File: config.mk
export PLATFORM = sky130hd
export DESIGN_NAME = asfb_top
export DESIGN_NICKNAME = d
export VERILOG_FILES = /design/src/asfb_pkg.sv /design/src/asfb_baud.sv /design/src/asfb_top.sv
export VERILOG_INCLUDE_DIRS = /design/src
export SDC_FILE = /design/constraint.sdc
export NUM_CORES = 1
export LEC_CHECK = 0
export BUFFER_PORTS_ARGS = -buffer_cell sky130_fd_sc_hd__buf_2
export CORE_UTILIZATION = 62
export DETAILED_ROUTE_END_ITERATION = 12
export PLACE_DENSITY = 0.82
export SKIP_CTS_REPAIR_TIMING = 1
export SLEW_MARGIN = 10
export SYNTH_ARGS = -nofsm -noshare
export SYNTH_HDL_FRONTEND = slang
export SYNTH_HIERARCHICAL = 1
export SYNTH_SLANG_ARGS = --single-unit
export TNS_END_PERCENT = 20
File: constraint.sdc
create_clock -name pclk -period 7.5 [get_ports pclk]
set_clock_uncertainty 0.05 [all_clocks]
set_input_delay 0.75 -clock pclk [delete_from_list [all_inputs] [get_ports pclk]]
set_output_delay 0.75 -clock pclk [all_outputs]
set_load 0.05 [all_outputs]
File: src/asfb_regs.svh
/*
 * register offsets, field positions, reset values and divider figures
 * for the serial flag and baud generator block.
 * assumes a 32-bit apb word per register; byte addresses below.
 */
`ifndef ASFB_REGS_SVH
`define ASFB_REGS_SVH

// register byte offsets
`define ASFB_OFF_FLAG      8'h00
`define ASFB_OFF_CTRL_A    8'h04
`define ASFB_OFF_CTRL_B    8'h08
`define ASFB_OFF_EXT       8'h0c
`define ASFB_OFF_DIV_LO    8'h10
`define ASFB_OFF_DIV_HI    8'h14
`define ASFB_OFF_TX_HOLD   8'h18
`define ASFB_OFF_RX_READ   8'h1c

// serial_flag_register fields
`define ASFB_FLAG_RX_FULL  7
`define ASFB_FLAG_STOP_ERR 4
`define ASFB_FLAG_RX_IE    3
`define ASFB_FLAG_TX_EMPTY 1
`define ASFB_FLAG_TX_IE    0

// serial_control_a field
`define ASFB_CA_ERR_CLR    3

// serial_control_b fields
`define ASFB_CB_PRESCALE   5
`define ASFB_CB_SAMPLE     3
`define ASFB_CB_DIVSEL_HI  2
`define ASFB_CB_DIVSEL_LO  0

// serial_extension_control fields
`define ASFB_EXT_SRC       3
`define ASFB_EXT_START_IRQ 2

// reset values
`define ASFB_DIV_RESET     8'hff
`define ASFB_CB_RESET      8'h00

// divider figures
`define ASFB_PRE_BASE      5'h0a
`define ASFB_PRE_STEP      5'h14
`define ASFB_RATIO_LOW     7'h10
`define ASFB_RATIO_HIGH    7'h40
`define ASFB_TC_OFFSET     17'h00002
`define ASFB_DIVSEL_MAX    3'h6

`endif

File: src/asfb_pkg.sv
/*
 * types shared by the serial flag block and its baud generator.
 * assumes nothing beyond a systemverilog compiler.
 */
package asfb_pkg;

    // one register byte
    typedef logic [7:0] asfb_byte_type;

    // baud source choice
    typedef enum logic {ASFB_SRC_PRESCALE, ASFB_SRC_TC} asfb_src_type;

endpackage

File: src/asfb_baud.sv
/*
 * baud generator: prescaler and power-of-two path, or 16-bit time
 * constant path with a symmetrical divide-by-2, then the sample ratio.
 * assumes one clock pclk; outputs are one-cycle enable pulses.
 */
`timescale 1ns/1ps
`include "asfb_regs.svh"

module asfb_baud
    import asfb_pkg::*;
(
    // clock and reset
    input  wire logic         pclk,
    input  wire logic         presetn,
    // rate configuration
    input  wire asfb_src_type src_sel,
    input  wire logic         prescale_select,
    input  wire logic [2:0]   divider_select,
    input  wire logic         sample_rate_select,
    input  wire logic [15:0]  baud_time_constant,
    // rate outputs
    output logic              sample_tick,
    output logic              bit_tick
);

    logic [4:0]  pre_cnt_reg;   // first stage counter
    logic        pre_tick;      // end of first stage
    logic [5:0]  pow_cnt_reg;   // power-of-two counter
    logic [5:0]  pow_mask;      // counter bits that must be all ones
    logic [16:0] tc_cnt_reg;    // time constant counter
    logic        half_reg;      // divide-by-2 flop for symmetry
    logic        tc_tick;       // end of one half period
    logic        src_tick;      // selected sample-rate pulse
    logic [6:0]  ratio_cnt_reg; // samples within one bit
    logic [6:0]  ratio_lim;     // 16 or 64

    // first stage divides by 10 or 30
    assign pre_tick = (pre_cnt_reg == 5'(`ASFB_PRE_BASE
                       + (prescale_select ? `ASFB_PRE_STEP : 5'h00)
                       - 5'h01));

    // code 111 kept at divide by 64 so the rate stays defined
    assign pow_mask = (divider_select > `ASFB_DIVSEL_MAX) ? 6'h3f :
                      6'((7'h01 << divider_select) - 7'h01);

    // half period tc + 2 clocks; >= lets a lowered constant act at once
    assign tc_tick = (tc_cnt_reg >= 17'({1'b0, baud_time_constant}
                      + `ASFB_TC_OFFSET - 17'h00001));

    assign ratio_lim = sample_rate_select ? `ASFB_RATIO_HIGH
                                          : `ASFB_RATIO_LOW;

    // prescaler counter
    always_ff @(posedge pclk or negedge presetn)
    begin
        if (!presetn)
            pre_cnt_reg <= 5'h00;
        else if (pre_tick)
            pre_cnt_reg <= 5'h00;
        else
            pre_cnt_reg <= pre_cnt_reg + 5'h01;
    end

    // power-of-two stage advances on each prescaler pulse
    always_ff @(posedge pclk or negedge presetn)
    begin
        if (!presetn)
            pow_cnt_reg <= 6'h00;
        else if (pre_tick)
            pow_cnt_reg <= pow_cnt_reg + 6'h01;
    end

    // 17-bit time constant counter and its symmetry flop
    always_ff @(posedge pclk or negedge presetn)
    begin
        if (!presetn)
        begin
            tc_cnt_reg <= 17'h00000;
            half_reg   <= 1'b0;
        end
        else if (tc_tick)
        begin
            tc_cnt_reg <= 17'h00000;
            half_reg   <= ~half_reg;
        end
        else
            tc_cnt_reg <= tc_cnt_reg + 17'h00001;
    end

    // source select: one pulse per sample period
    always_comb
    begin
        if (src_sel == ASFB_SRC_TC)
            src_tick = tc_tick & half_reg;
        else
            src_tick = pre_tick
                       & ((pow_cnt_reg & pow_mask) == pow_mask);
    end

    // final sample-ratio divider, same in both modes
    always_ff @(posedge pclk or negedge presetn)
    begin
        if (!presetn)
        begin
            ratio_cnt_reg <= 7'h00;
            sample_tick   <= 1'b0;
            bit_tick      <= 1'b0;
        end
        else
        begin
            sample_tick <= src_tick;
            bit_tick    <= 1'b0;
            if (src_tick)
            begin
                if (ratio_cnt_reg >= ratio_lim - 7'h01)
                begin
                    ratio_cnt_reg <= 7'h00;
                    bit_tick      <= 1'b1;
                end
                else
                    ratio_cnt_reg <= ratio_cnt_reg + 7'h01;
            end
        end
    end

endmodule

File: src/asfb_top.sv
/*
 * serial port flag register, interrupt request, tx holding handshake,
 * receive character queue with stop-bit error tags, and registers for
 * the baud generator, all behind an apb slave.
 * assumes the receiver and transmitter shifters sit outside and talk
 * through one-cycle pulses synchronous to pclk.
 */
// Functional notes
// - bad stop bit flag rides character to read
// - error flag held until clear bit written 0
// - rx enable and rx full raise irq
// - rx enable, start-bit option, start bit raise irq
// - flag bit 2 reads 0, writes ignored
// - tx empty drops on write, returns on transfer
// - reset shows tx holding register empty
// - tx enable and tx empty raise irq
// - reset clears tx irq enable
// - tx irq needs rx enable too
// - divisor source bit picks baud path
// - prescaler divides by 10 or 30
// - divider select gives power-of-two divide
// - sample rate selects 16 or 64
// - tc path rate clock over 2(tc+2)ratio
// - rx full set on load, cleared on empty
// - tc registers reset ones, symmetric output
`timescale 1ns/1ps
`include "asfb_regs.svh"

module asfb_top
    import asfb_pkg::*;
#(
    parameter int RX_DEPTH = 4 // receive queue entries
)
(
    // clock and reset
    input  wire logic        pclk,
    input  wire logic        presetn,
    // apb slave
    input  wire logic        psel,
    input  wire logic        penable,
    input  wire logic        pwrite,
    input  wire logic [7:0]  paddr,
    input  wire logic [31:0] pwdata,
    output logic [31:0]      prdata,
    output logic             pready,
    output logic             pslverr,
    // receiver side
    input  wire logic        rx_char_valid,
    input  wire logic [7:0]  rx_char_data,
    input  wire logic        rx_char_stop_bad,
    input  wire logic        rx_start_detect,
    // transmitter side
    input  wire logic        tx_shift_ready,
    output logic             tx_shift_load,
    output logic [7:0]       tx_shift_data,
    // rate and interrupt outputs
    output logic             sample_tick,
    output logic             bit_tick,
    output logic             serial_irq_line
);

    localparam int AW = (RX_DEPTH > 1) ? $clog2(RX_DEPTH) : 1;

    // apb decode
    logic        access;      // access phase, not yet answered
    logic        done;        // completing edge of a transfer
    logic        wr_done;     // completing write
    logic        rd_done;     // completing read
    logic        mapped;      // address hits a register

    // software registers
    logic        rx_irq_enable_reg;
    logic        tx_irq_enable_reg;
    logic        error_flag_clear_reg;
    asfb_byte_type serial_control_b_reg;
    logic        divisor_source_reg;
    logic        start_bit_irq_reg;
    asfb_byte_type divisor_low_reg;
    asfb_byte_type divisor_high_reg;

    // block state
    logic        tx_empty_flag_reg;
    logic        stop_bit_error_flag_reg;
    logic        start_seen_reg;       // start bit latched for irq
    asfb_byte_type rx_read_register_reg; // head character shown
    logic        head_valid_reg;       // readable position full

    // receive queue storage and pointers
    logic [8:0]  rxq_mem [RX_DEPTH];   // {stop error, data}
    logic [AW:0] rxq_cnt_reg;
    logic [AW-1:0] rxq_wr_reg;
    logic [AW-1:0] rxq_rd_reg;
    logic        rxq_push;
    logic        rxq_pop;
    logic        tx_write;
    logic        tx_move;
    logic        irq_next;
    logic [31:0] rdata_next;

    assign access  = psel & penable & ~pready;
    assign done    = psel & penable & pready;
    assign wr_done = done & pwrite & mapped;
    assign rd_done = done & ~pwrite & mapped;

    // address decode, unmapped addresses answer with an error
    always_comb
    begin
        mapped = 1'b1;
        rdata_next = 32'h0000_0000;
        if (paddr == `ASFB_OFF_FLAG)
        begin
            rdata_next[`ASFB_FLAG_RX_FULL]  = head_valid_reg;
            rdata_next[`ASFB_FLAG_STOP_ERR] = stop_bit_error_flag_reg;
            rdata_next[`ASFB_FLAG_RX_IE]    = rx_irq_enable_reg;
            rdata_next[`ASFB_FLAG_TX_EMPTY] = tx_empty_flag_reg;
            rdata_next[`ASFB_FLAG_TX_IE]    = tx_irq_enable_reg;
            // bit 2 left at zero here
        end
        else if (paddr == `ASFB_OFF_CTRL_A)
            rdata_next[`ASFB_CA_ERR_CLR] = error_flag_clear_reg;
        else if (paddr == `ASFB_OFF_CTRL_B)
            rdata_next[7:0] = serial_control_b_reg;
        else if (paddr == `ASFB_OFF_EXT)
        begin
            rdata_next[`ASFB_EXT_SRC]       = divisor_source_reg;
            rdata_next[`ASFB_EXT_START_IRQ] = start_bit_irq_reg;
        end
        else if (paddr == `ASFB_OFF_DIV_LO)
            rdata_next[7:0] = divisor_low_reg;
        else if (paddr == `ASFB_OFF_DIV_HI)
            rdata_next[7:0] = divisor_high_reg;
        else if (paddr == `ASFB_OFF_TX_HOLD)
            rdata_next[7:0] = tx_shift_data;
        else if (paddr == `ASFB_OFF_RX_READ)
            rdata_next[7:0] = rx_read_register_reg;
        else
            mapped = 1'b0;
    end

    // apb answer: one wait state, then pready with data
    always_ff @(posedge pclk or negedge presetn)
    begin
        if (!presetn)
        begin
            pready  <= 1'b0;
            prdata  <= 32'h0000_0000;
            pslverr <= 1'b0;
        end
        else
        begin
            pready  <= access;
            pslverr <= access & ~mapped;
            if (access & ~pwrite)
                prdata <= rdata_next;
        end
    end

    // flag register enables; bit 2 written value dropped
    always_ff @(posedge pclk or negedge presetn)
    begin
        if (!presetn)
        begin
            rx_irq_enable_reg <= 1'b0;
            tx_irq_enable_reg <= 1'b0;
        end
        else if (wr_done && paddr == `ASFB_OFF_FLAG)
        begin
            rx_irq_enable_reg <= pwdata[`ASFB_FLAG_RX_IE];
            tx_irq_enable_reg <= pwdata[`ASFB_FLAG_TX_IE];
        end
    end

    // control a: only the error clear bit lives here
    always_ff @(posedge pclk or negedge presetn)
    begin
        if (!presetn)
            error_flag_clear_reg <= 1'b1;
        else if (wr_done && paddr == `ASFB_OFF_CTRL_A)
            error_flag_clear_reg <= pwdata[`ASFB_CA_ERR_CLR];
    end

    // control b: prescale, sample rate and divider select
    always_ff @(posedge pclk or negedge presetn)
    begin
        if (!presetn)
            serial_control_b_reg <= `ASFB_CB_RESET;
        else if (wr_done && paddr == `ASFB_OFF_CTRL_B)
            serial_control_b_reg <= pwdata[7:0];
    end

    // extension: baud source and start-bit interrupt option
    always_ff @(posedge pclk or negedge presetn)
    begin
        if (!presetn)
        begin
            divisor_source_reg <= 1'b0;
            start_bit_irq_reg  <= 1'b0;
        end
        else if (wr_done && paddr == `ASFB_OFF_EXT)
        begin
            divisor_source_reg <= pwdata[`ASFB_EXT_SRC];
            start_bit_irq_reg  <= pwdata[`ASFB_EXT_START_IRQ];
        end
    end

    // time constant bytes, reset to all ones
    always_ff @(posedge pclk or negedge presetn)
    begin
        if (!presetn)
        begin
            divisor_low_reg  <= `ASFB_DIV_RESET;
            divisor_high_reg <= `ASFB_DIV_RESET;
        end
        else if (wr_done && paddr == `ASFB_OFF_DIV_LO)
            divisor_low_reg <= pwdata[7:0];
        else if (wr_done && paddr == `ASFB_OFF_DIV_HI)
            divisor_high_reg <= pwdata[7:0];
    end

    // transmit holding handshake
    // a write while not empty overwrites the pending byte; software
    // is expected to wait for the empty flag
    assign tx_write = wr_done && paddr == `ASFB_OFF_TX_HOLD;
    assign tx_move  = ~tx_empty_flag_reg & tx_shift_ready & ~tx_shift_load;

    always_ff @(posedge pclk or negedge presetn)
    begin
        if (!presetn)
        begin
            tx_empty_flag_reg <= 1'b1;
            tx_shift_data     <= 8'h00;
            tx_shift_load     <= 1'b0;
        end
        else
        begin
            tx_shift_load <= tx_move;
            if (tx_write)
            begin
                tx_shift_data     <= pwdata[7:0];
                tx_empty_flag_reg <= 1'b0;
            end
            else if (tx_move)
                tx_empty_flag_reg <= 1'b1;
        end
    end

    // receive queue: push from receiver, pop into readable position
    assign rxq_push = rx_char_valid && rxq_cnt_reg != (AW+1)'(RX_DEPTH);
    assign rxq_pop  = rxq_cnt_reg != '0
                      && (!head_valid_reg
                          || (rd_done && paddr == `ASFB_OFF_RX_READ));

    // queue storage; full queue drops the character
    always_ff @(posedge pclk)
    begin
        if (rxq_push)
            rxq_mem[rxq_wr_reg] <= {rx_char_stop_bad, rx_char_data};
    end

    // queue pointers and count
    always_ff @(posedge pclk or negedge presetn)
    begin
        if (!presetn)
        begin
            rxq_wr_reg  <= '0;
            rxq_rd_reg  <= '0;
            rxq_cnt_reg <= '0;
        end
        else
        begin
            if (rxq_push)
                rxq_wr_reg <= (rxq_wr_reg == AW'(RX_DEPTH - 1))
                              ? '0 : rxq_wr_reg + AW'(1);
            if (rxq_pop)
                rxq_rd_reg <= (rxq_rd_reg == AW'(RX_DEPTH - 1))
                              ? '0 : rxq_rd_reg + AW'(1);
            if (rxq_push && !rxq_pop)
                rxq_cnt_reg <= rxq_cnt_reg + (AW+1)'(1);
            else if (rxq_pop && !rxq_push)
                rxq_cnt_reg <= rxq_cnt_reg - (AW+1)'(1);
        end
    end

    // readable position and rx full flag
    always_ff @(posedge pclk or negedge presetn)
    begin
        if (!presetn)
        begin
            head_valid_reg       <= 1'b0;
            rx_read_register_reg <= 8'h00;
        end
        else if (rxq_pop)
        begin
            head_valid_reg       <= 1'b1;
            rx_read_register_reg <= rxq_mem[rxq_rd_reg][7:0];
        end
        else if (rd_done && paddr == `ASFB_OFF_RX_READ)
            head_valid_reg <= 1'b0;
    end

    // stop-bit error appears with its character; set beats clear
    always_ff @(posedge pclk or negedge presetn)
    begin
        if (!presetn)
            stop_bit_error_flag_reg <= 1'b0;
        else if (rxq_pop && rxq_mem[rxq_rd_reg][8])
            stop_bit_error_flag_reg <= 1'b1;
        else if (wr_done && paddr == `ASFB_OFF_CTRL_A
                 && !pwdata[`ASFB_CA_ERR_CLR])
            stop_bit_error_flag_reg <= 1'b0;
    end

    // start bit latch, held until the option bit is written 0
    always_ff @(posedge pclk or negedge presetn)
    begin
        if (!presetn)
            start_seen_reg <= 1'b0;
        else if (rx_start_detect && start_bit_irq_reg)
            start_seen_reg <= 1'b1;
        else if (!start_bit_irq_reg)
            start_seen_reg <= 1'b0;
    end

    // interrupt level; tx part gated by rx enable as in silicon
    assign irq_next = (rx_irq_enable_reg & head_valid_reg)
                    | (rx_irq_enable_reg & start_bit_irq_reg
                       & (start_seen_reg | rx_start_detect))
                    | (rx_irq_enable_reg & tx_irq_enable_reg
                       & tx_empty_flag_reg);

    // registered interrupt line
    always_ff @(posedge pclk or negedge presetn)
    begin
        if (!presetn)
            serial_irq_line <= 1'b0;
        else
            serial_irq_line <= irq_next;
    end

    // baud generator
    asfb_baud u_baud
    (
        .pclk               (pclk),
        .presetn            (presetn),
        .src_sel            (divisor_source_reg ? ASFB_SRC_TC
                                                : ASFB_SRC_PRESCALE),
        .prescale_select    (serial_control_b_reg[`ASFB_CB_PRESCALE]),
        .divider_select     (serial_control_b_reg[`ASFB_CB_DIVSEL_HI:
                                                  `ASFB_CB_DIVSEL_LO]),
        .sample_rate_select (serial_control_b_reg[`ASFB_CB_SAMPLE]),
        .baud_time_constant ({divisor_high_reg, divisor_low_reg}),
        .sample_tick        (sample_tick),
        .bit_tick           (bit_tick)
    );

endmodule

==> metrics.md, run 1 <==
| Metric | Value |
|---|---|
| Worst hold path type | `primary input to async pin` |
| Register area share after synthesis | `52.33%` |
| Layout filler cell count | `708` |
| Status | `complete, no violations` |
| Synth area leaders | `dfrtp_1, edfxtp_1, dfstp_2` |
| Largest net degree at the start of global routing | `81` |
| Row count | `38` |
| Avg Synthesized Cell Area | `12.25 um^2` |
| M1 GR Usage | `31.87%` |
| Max-Cap Viols | `0` |
| Die X | `109.6 um` |
| HPWL after detailed placement | `10.43 mm` |
| Clk root buf | `clkbuf_16` |
| Number of diodes | `0` |
| Yosys top cell by area | `dfrtp_1` |
| YS warnings | `6` |
| Die area | `12010 um^2` |
| Iter 0 DRT Violations | `433` |
| Via count | `4672` |
| Vias per cell | `5.877` |
| RePlAce Congestion | `0.8117` |
| Required time of the worst setup path | `7.74 ns` |
| DR DRC count | `0` |
| Final hold violation count | `0` |
| DR WL/cell | `18.41 um` |
| RR Startpoint | `divisor_low_reg[3]` |
| Max clock buf depth | `2` |
| Final hold slack | `0.1819 ns` |
| Met3 layer usage reported by global route | `6.758%` |
| Max Clk Rate | `0.2536 GHz` |
| Worst-Skew Late Latency | `0.42 ns` |
| Area grow syn2layout | `11.68%` |
| Die Span Y | `109.6 um` |
| Core Box Area | `11080 um^2` |
| Final setup vio count | `0` |
| Largest register FFs | `36` |
| Gr busiest metal | `met2` |
| Vias in the first global route | `4755` |
| Worst-path clk slew | `0.06 ns` |
| Setup crit start kind | `register` |
| Netlist cell types | `58` |
| Post-synth top flop | `dfrtp_1` |
| Critical path type | `register to register` |
| CTS tree | `yes` |
| Mapped Cells | `586` |
| Leakage power | `3.539 nW` |
| Unrepaired setup endpoints after global routing | `false` |
| Number of synthesized flops with an enable pin | `36` |
| Dpl cells | `763` |
| Fin crit share | `52.58%` |
| Worst vdd ir | `216.4 uV` |
| Final std cells w/o fill | `795` |
| Port-buffer cells | `54` |
| Reg2reg setup slack | `3.56 ns` |
| CTS Buf Count | `17` |
| DRT Pass-1 Iters | `4` |
| Finished Core Util | `72.36%` |
| Max-slew violations | `0` |
| Post-route ant nets | `0` |
| Met2 GRT Util | `47.39%` |
| Share of layout cells above drive strength 1 | `26.11%` |
| CTS Sinks | `142` |
| Nets | `731` |
| Crit path DAT | `4.19 ns` |
| Tmin final | `3.944 ns` |
| Initial cell density of the core | `64.80%` |
| Critical-path maximum fanout | `13` |
| Initial antenna violation count | `0` |
| Total power | `2.070 mW` |
| I/O Pins | `103` |
| H-tree depth | `4` |
| Relative max-transition margin | `31.79%` |
| Setup tns final | `0 ns` |
| Worst Tran Pin Value | `1.021 ns` |
| Ys async rst share | `74.65%` |
| First-pass GRT wire length | `23.58 mm` |
| FF+latch count, synth | `142` |
| Setup crit end kind | `register` |
| R2r endpoint | `u_baud/ratio_cnt_reg[2]` |
| Total GRT Usage | `27.00%` |
| Grt ovf | `0` |
| Worst R2R Path Depth | `13` |
| Netlist Area Pre-Place | `7178 um^2` |
| Routed WL | `14.64 mm` |
| Synth top area share | `30.68%` |
| Power Density | `258.3 nW/um^2` |
[through the flow]
| stage | cell area, um^2 | setup WS [ns] |
|---|---|---|
| final | 8016 | 3.556 |
| after floorplan | 7264 | 4.103 |
| after global placement | 7468 | 3.367 |
| after detailed placement | 7468 | 3.251 |
| after global routing | 8016 | 3.321 |
| after CTS | 8016 | 3.602 |
[synth_stat cells (7+ instances only)]
cell,instances
a21oi_1,14
ha_1,31
nand2b_1,7
dfrtp_1,88
inv_1,15
nand3_1,29
nand2_1,39
xor2_1,23
buf_4,25
mux2i_1,10
and3_1,9
mux4_2,13
xnor2_1,16
mux2_4,8
nand4_1,7
o21ai_0,16
dfstp_2,18
clkbuf_1,9
edfxtp_1,36
nor2_1,44
and2_1,7
mux2_2,42
[metal layers]
layer | up-vias | part of all wire [%]
met4 | 0 | 2.3
met5 | - | 0
met1 | 2313 | 42
li1 | 2193 | -
met3 | 30 | 4.2
met2 | 136 | 51
[placed cells by master, fill, tap and decap left out, drive strengths merged, types with 14 or more instances in the layout]
cell type  count
dfrtp         88
nor2          44
ha            31
nand2         39
xor2          23
edfxtp        36
nand3         29
conb          24
mux2          50
clkbuf        18
buf           55
inv           18
xnor2         16
dfstp         18
a21oi         14
o21ai         17
[area by class of cell]
cell class                      count  area (um^2)  share of cell area, %
Sequential cell                   142         3756                  46.85
Multi-Input combinational cell    411         3201                  39.93
Clock buffer                       18        429.2                  5.354
Timing Repair Buffer               55        280.3                  3.496
Tap cell                          140        175.2                  2.185
Clock inverter                     14        118.9                  1.483
Inverter                           15        56.30                 0.7024
[worst max-delay path by stage]
stage | start | endpoint | slack [ns] | depth (start not counted)
finish | divisor_low_reg[3] | u_baud/ratio_cnt_reg[2] | 3.56 | 13
global route | divisor_low_reg[3] | u_baud/ratio_cnt_reg[2] | 3.32 | 13
CTS | divisor_low_reg[3] | u_baud/ratio_cnt_reg[2] | 3.60 | 13
detailed placement | paddr[1] | rxq_cnt_reg[1] | 3.25 | 9
global placement | paddr[1] | rxq_cnt_reg[1] | 3.37 | 9
floorplan | paddr[1] | rxq_cnt_reg[1] | 4.10 | 10
[cell families (layout without fill, tap and decap cells)]
group / Yosys count / count (layout) / synth area share (%)
simple gates: 173 / 173 / 12.25
flops: 142 / 142 / 52.33
mux: 73 / 73 / 13.74
compound gates: 70 / 70 / 6.903
buf+inv: 56 / 102 / 4.288
xor+xnor: 39 / 39 / 4.758
fa+ha+maj: 32 / 32 / 5.682
other cells: 1 / 24 / 0.05224
[power by group]
group	switching [mW]	internal, mW
registers	0.0708	0.892
logic	0.207	0.120
clock network	0.325	0.455
total	0.603	1.47
[worst max-delay path: stages, from the launching register on]
cell,delay (ns)
dfstp_2,0.61
nand2_1,0.11
nor2_1,0.16
nand2_1,0.10
or2_2,0.35
nor2_1,0.15
xnor2_1,0.14
ha_1,0.28
and4_1,0.20
and3_1,0.18
a211o_1,0.31
a221oi_2,0.79
nand2b_1,0.27
o21ai_0,0.12
(Power assumes the default switching activity.)
==> inputs of run 2 (changes only) <==
--- a/config.mk
+++ b/config.mk
@@ -7,9 +7,9 @@
 export NUM_CORES = 1
 export LEC_CHECK = 0
 export BUFFER_PORTS_ARGS = -buffer_cell sky130_fd_sc_hd__buf_2
-export CORE_UTILIZATION = 62
+export CORE_UTILIZATION = 58
 export DETAILED_ROUTE_END_ITERATION = 12
-export PLACE_DENSITY = 0.82
+export PLACE_DENSITY = 0.78
 export SKIP_CTS_REPAIR_TIMING = 1
 export SLEW_MARGIN = 10
 export SYNTH_ARGS = -nofsm -noshare
==> constraint.sdc (replaced) <==
create_clock -name pclk -period 3.87 [get_ports pclk]
set_clock_uncertainty 0.05 [all_clocks]
set_input_delay 0.387 -clock pclk [delete_from_list [all_inputs] [get_ports pclk]]
set_output_delay 0.387 -clock pclk [all_outputs]
set_load 0.05 [all_outputs]
==> metrics.md, run 2 (synthesis gave the netlist of run 1 again) <==
| Metric | Value |
|---|---|
| Tmin final | `3.468 ns` |
| Met1 WL | `6.238 mm` |
| Routed WL | `14.19 mm` |
| Worst hold path type | `primary input to async pin` |
| Worst-path clk slew | `0.06 ns` |
| Pre-CTS WS | `0.4567 ns` |
| Worst Tran Pin Value | `0.7397 ns` |
| Post-route ant nets | `0` |
| Share of layout cells above drive strength 1 | `26.60%` |
| Initial antenna violation count | `0` |
| Final setup vio count | `0` |
| RePlAce Congestion | `0.8374` |
| Status | `finished with violations` |
| Slowest Stage Delay on Critical Path | `0.59 ns` |
| CTS Sinks | `142` |
| Top layer in use | `met4` |
| Nets | `734` |
| Max-slew violations | `0` |
| Final hold slack | `-0.02547 ns` |
| Relative max-transition margin | `50.68%` |
| Largest register FFs | `36` |
| DR WL/cell | `17.18 um` |
| Dpl cells | `794` |
| Die area | `12820 um^2` |
| CTS Buf Count | `17` |
| I/O Pins | `103` |
| Worst-Skew Late Latency | `0.43 ns` |
| RR Startpoint | `divisor_low_reg[0]` |
| CTS tree | `yes` |
| Final std cells w/o fill | `826` |
| Layout filler cell count | `870` |
| Leakage power | `3.551 nW` |
| Number of diodes | `0` |
| R2r endpoint | `u_baud/ratio_cnt_reg[2]` |
| Reg2reg setup slack | `0.40 ns` |
| Crit path cell chain | `ha_1 > nand2_1 > nor2_1 > nand2_1 > xor2_1 > ha_1 > and4_1 > and3_1 > a211o_1 > a221oi_2 > buf_4 > nand2b_1 > o21ai_0` |
| First-pass GRT wire length | `23.58 mm` |
| Final WS setup | `0.4019 ns` |
| Total GRT Usage | `24.35%` |
| Met3 Routed Length | `627 um` |
| Largest net degree at the start of global routing | `61` |
| Power Density | `499.7 nW/um^2` |
| Unrepaired setup endpoints after global routing | `false` |
| Max-Cap Viols | `0` |
| Via count | `4694` |
| Row count | `40` |
| Clk root buf | `clkbuf_16` |
| Crit path DAT | `3.72 ns` |
| Die X | `113.2 um` |
| Worst R2R Path Depth | `13` |
| Setup crit start kind | `register` |
| DR DRC count | `0` |
| Die Span Y | `113.2 um` |
| Setup tns final | `0 ns` |
| Fin crit share | `89.62%` |
| Critical-path maximum fanout | `13` |
| Finished Core Util | `67.05%` |
| Worst vdd ir | `477.9 uV` |
| DRT Pass-1 Iters | `4` |
| Initial cell density of the core | `59.51%` |
| Grt ovf | `0` |
| Setup crit end kind | `register` |
| Max clock buf depth | `2` |
| Slowest CP cell | `dfstp_2` |
| Area grow syn2layout | `12.67%` |
| WL met2 | `7.149 mm` |
| Required time of the worst setup path | `4.12 ns` |
| Failing checks | `negative hold slack` |
| H-tree depth | `4` |
| Commonest non-fill, non-tap cells in the layout | `dfrtp_1, buf_2, nor2_1` |
| Critical path type | `register to register` |
| Core Box Area | `12060 um^2` |
| HPWL after detailed placement | `10.15 mm` |
| Final hold violation count | `11` |
| Vias in the first global route | `4660` |
| Port-buffer cells | `54` |
| Most common cell after layout, fill and taps aside | `dfrtp_1` |
| Max Clk Rate | `0.2883 GHz` |
| Iter 0 DRT Violations | `259` |
| Vias per cell | `5.683` |
==> run 2: cell types whose count changed in the layout (fill, tap and decap cells not counted), sizes merged <==
cell and change:
clkbuf -1, clkinv -3, clkinvlp +2, inv +2, buf +3
==> run 2: per-stage QoR <==
stage	instance area, um^2	power (mW)
after floorplan	7264	2.352
after global placement	7526	2.472
after detailed placement	7526	2.528
after CTS	8088	4.076
after global routing	8088	4.251
final	8088	4.041
==> run 2: routing by layer <==
layer	GRT usage (%)	vias to the layer above
met4	7.982	0
li1	-	2198
met3	6.481	16
met5	0	-
met1	32.25	2366
met2	39.26	114
==> run 2: final cells by class <==
type                            count  area (um^2)  share of cell area, %
Clock inverter                     15        136.4                  1.686
Clock buffer                       17        425.4                  5.260
Timing Repair Buffer               58        302.8                  3.744
Inverter                           15        56.30                 0.6962
Multi-Input combinational cell    411         3201                  39.57
Tap cell                          168        210.2                  2.599
Sequential cell                   142         3756                  46.44
==> run 2: worst max path at each step <==
| stage | start | slack, ns | end | cells past startpoint |
|---|---|---|---|---|
| floorplan | divisor_low_reg[3] | 0.79 | u_baud/ratio_cnt_reg[4] | 14 |
| global placement | divisor_low_reg[3] | 0.52 | u_baud/ratio_cnt_reg[2] | 14 |
| detailed placement | divisor_low_reg[3] | 0.46 | u_baud/ratio_cnt_reg[2] | 14 |
| CTS | divisor_low_reg[3] | 0.43 | u_baud/ratio_cnt_reg[2] | 14 |
| global route | divisor_low_reg[0] | 0.22 | u_baud/ratio_cnt_reg[2] | 13 |
| finish | divisor_low_reg[0] | 0.40 | u_baud/ratio_cnt_reg[2] | 13 |
==> run 2: power breakdown <==
group / total [mW] / internal (mW) / switching (mW)
sequential: 1.87 / 1.73 / 0.141
clock: 1.54 / 0.890 / 0.650
combinational: 0.632 / 0.239 / 0.394
total: 4.04 / 2.86 / 1.18
==> run 2: worst max-delay path, delay by kind of cell, from the launching register on <==
family / cells / cell delay, ns
DFF: 1 / 0.59
AOI/OAI and AO/OA: 3 / 0.68
buffers and inverters: 1 / 0.22
and+or+nand+nor: 6 / 1.09
adders and majority gates: 2 / 0.54
xor gates and xnor gates: 1 / 0.19
==> inputs of run 3 (changes only) <==
--- a/config.mk
+++ b/config.mk
@@ -7,6 +7,7 @@
 export NUM_CORES = 1
 export LEC_CHECK = 0
 export BUFFER_PORTS_ARGS = -buffer_cell sky130_fd_sc_hd__buf_2
+export CAP_MARGIN = 0
 export CORE_UTILIZATION = 58
 export DETAILED_ROUTE_END_ITERATION = 12
 export PLACE_DENSITY = 0.78
==> constraint.sdc (replaced) <==
create_clock -name pclk -period 3.8 [get_ports pclk]
set_clock_uncertainty 0.05 [all_clocks]
set_input_delay 0.38 -clock pclk [delete_from_list [all_inputs] [get_ports pclk]]
set_output_delay 0.38 -clock pclk [all_outputs]
set_load 0.05 [all_outputs]
==> metrics.md, run 3 (synthesis gave the netlist of run 1 again) <==
| Metric | Value |
|---|---|
| Status | `finished with violations` |
| Failing checks | `negative hold slack` |
| Post-route ant nets | `0` |
| H-tree depth | `4` |
| Worst R2R Path Depth | `14` |
| Max-Cap Viols | `0` |
| Met1 WL | `6.178 mm` |
| Final hold violation count | `48` |
| I/O Pins | `103` |
| Relative max-transition margin | `54.36%` |
| RePlAce Congestion | `0.8261` |
| Commonest non-fill, non-tap cells in the layout | `dfrtp_1, buf_2, nor2_1` |
| Critical path type | `register to register` |
| RR Startpoint | `divisor_low_reg[3]` |
| Nets | `734` |
| Die X | `113.2 um` |
| First-pass GRT wire length | `23.26 mm` |
| Crit path DAT | `3.76 ns` |
| Required time of the worst setup path | `4.04 ns` |
| DR DRC count | `0` |
| Cell Int Power | `2.898 mW` |
| Final hold slack | `-0.04565 ns` |
| Max-slew violations | `0` |
| Sw Pwr | `1.194 mW` |
| CTS Buf Count | `17` |
| Area grow syn2layout | `12.65%` |
| HPWL after detailed placement | `10.05 mm` |
| Initial cell density of the core | `59.51%` |
| Share of layout cells above drive strength 1 | `26.75%` |
| Clk network pwr share | `37.9%` |
| Pre-CTS WS | `0.3693 ns` |
| Clk root buf | `clkbuf_16` |
| Largest net degree at the start of global routing | `54` |
| Number of diodes | `0` |
| DRT Pass-1 Iters | `5` |
| Die Span Y | `113.2 um` |
| DR WL/cell | `17.00 um` |
| Top layer in use | `met4` |
| R2r endpoint | `u_baud/ratio_cnt_reg[2]` |
| Reg2reg setup slack | `0.28 ns` |
| Via count | `4645` |
| Grt ovf | `0` |
| Port-buffer cells | `54` |
| Worst Tran Pin Value | `0.6846 ns` |
| Critical-path maximum fanout | `13` |
| Tmin final | `3.521 ns` |
| Worst-Skew Late Latency | `0.43 ns` |
| Worst hold path type | `primary input to async pin` |
| Routed WL | `14.04 mm` |
| Vias in the first global route | `4663` |
| Setup tns final | `0 ns` |
| Largest register FFs | `36` |
| Sw frac | `29.17%` |
| Initial antenna violation count | `0` |
| Fin crit share | `92.67%` |
| Die area | `12820 um^2` |
| Power Density | `506.0 nW/um^2` |
| Setup crit start kind | `register` |
| Worst-path clk slew | `0.06 ns` |
| Row count | `40` |
| Final WS setup | `0.2786 ns` |
| CTS tree | `yes` |
| Most common cell after layout, fill and taps aside | `dfrtp_1` |
| CTS Sinks | `142` |
| Leakage power | `3.552 nW` |
| Setup crit end kind | `register` |
| Max Clk Rate | `0.2840 GHz` |
| Final setup vio count | `0` |
| Vias per cell | `5.623` |
| Worst vdd ir | `402.9 uV` |
| Iter 0 DRT Violations | `296` |
| WL met2 | `6.928 mm` |
| Total GRT Usage | `24.12%` |
| Sequential share of power | `46.5%` |
| Finished Core Util | `67.04%` |
| Unrepaired setup endpoints after global routing | `false` |
| Core Box Area | `12060 um^2` |
| Max clock buf depth | `2` |
| Logic pwr share | `15.6%` |
| Met3 Routed Length | `662 um` |
==> run 3: power by group through the flow <==
stage               registers [mW]  clock network, mW  logic, mW
finish                        1.90               1.55      0.640
global placement              1.91                  0      0.610
floorplan                     1.89                  0      0.503
detailed placement            1.93                  0      0.645
global route                  1.92               1.64      0.733
CTS                           1.90               1.58      0.651
==> run 3: how the worst max path moves through the flow <==
stage	from	endpoint	slack, ns	cells after the start
floorplan	divisor_low_reg[3]	u_baud/ratio_cnt_reg[4]	0.72	14
global placement	divisor_low_reg[3]	u_baud/ratio_cnt_reg[2]	0.45	14
detailed placement	divisor_low_reg[3]	u_baud/ratio_cnt_reg[2]	0.37	14
CTS	divisor_low_reg[3]	u_baud/ratio_cnt_reg[2]	0.32	14
global route	divisor_low_reg[3]	u_baud/ratio_cnt_reg[2]	0.08	14
finish	divisor_low_reg[3]	u_baud/ratio_cnt_reg[2]	0.28	14
==> run 3: final cells by class <==
class                           instances  area [um^2]
Tap cell                              168        210.2
Multi-Input combinational cell        411         3201
Fill cell                             849         3975
Clock buffer                           20        462.9
Inverter                               15        56.30
Clock inverter                         12        97.59
Sequential cell                       142         3756
Timing Repair Buffer                   58        302.8
==> run 3: metal layers <==
metal  vias to the layer above  global-route usage (%)
li1                       2195                       -
met4                         0                   9.474
met1                      2289                   31.82
met5                         -                       0
met2                       141                   38.73
met3                        20                   5.838
==> run 3: critical path: stages, from the launching register on <==
cell	delay (ns)
dfstp_2	0.61
nand2_1	0.09
nor2_1	0.15
nand2_1	0.08
or2_2	0.34
nor2_1	0.14
xnor2_1	0.16
ha_1	0.30
and4_1	0.20
and3_1	0.17
a211o_1	0.32
a221oi_2	0.24
buf_4	0.21
nand2b_1	0.18
o21ai_0	0.13
==> run 3: per-stage QoR <==
stage          area, um^2  std cells  total power, mW  hold slack [ns]
2_1_floorplan        7264        609            2.395          0.03441
3_3_place_gp         7526        794            2.517           0.3986
3_5_place_dp         7526        794            2.573           0.4115
4_1_cts              8087        826            4.133         -0.03906
5_1_grt              8087        826            4.297         0.006419
6_report             8087        826            4.092         -0.04565
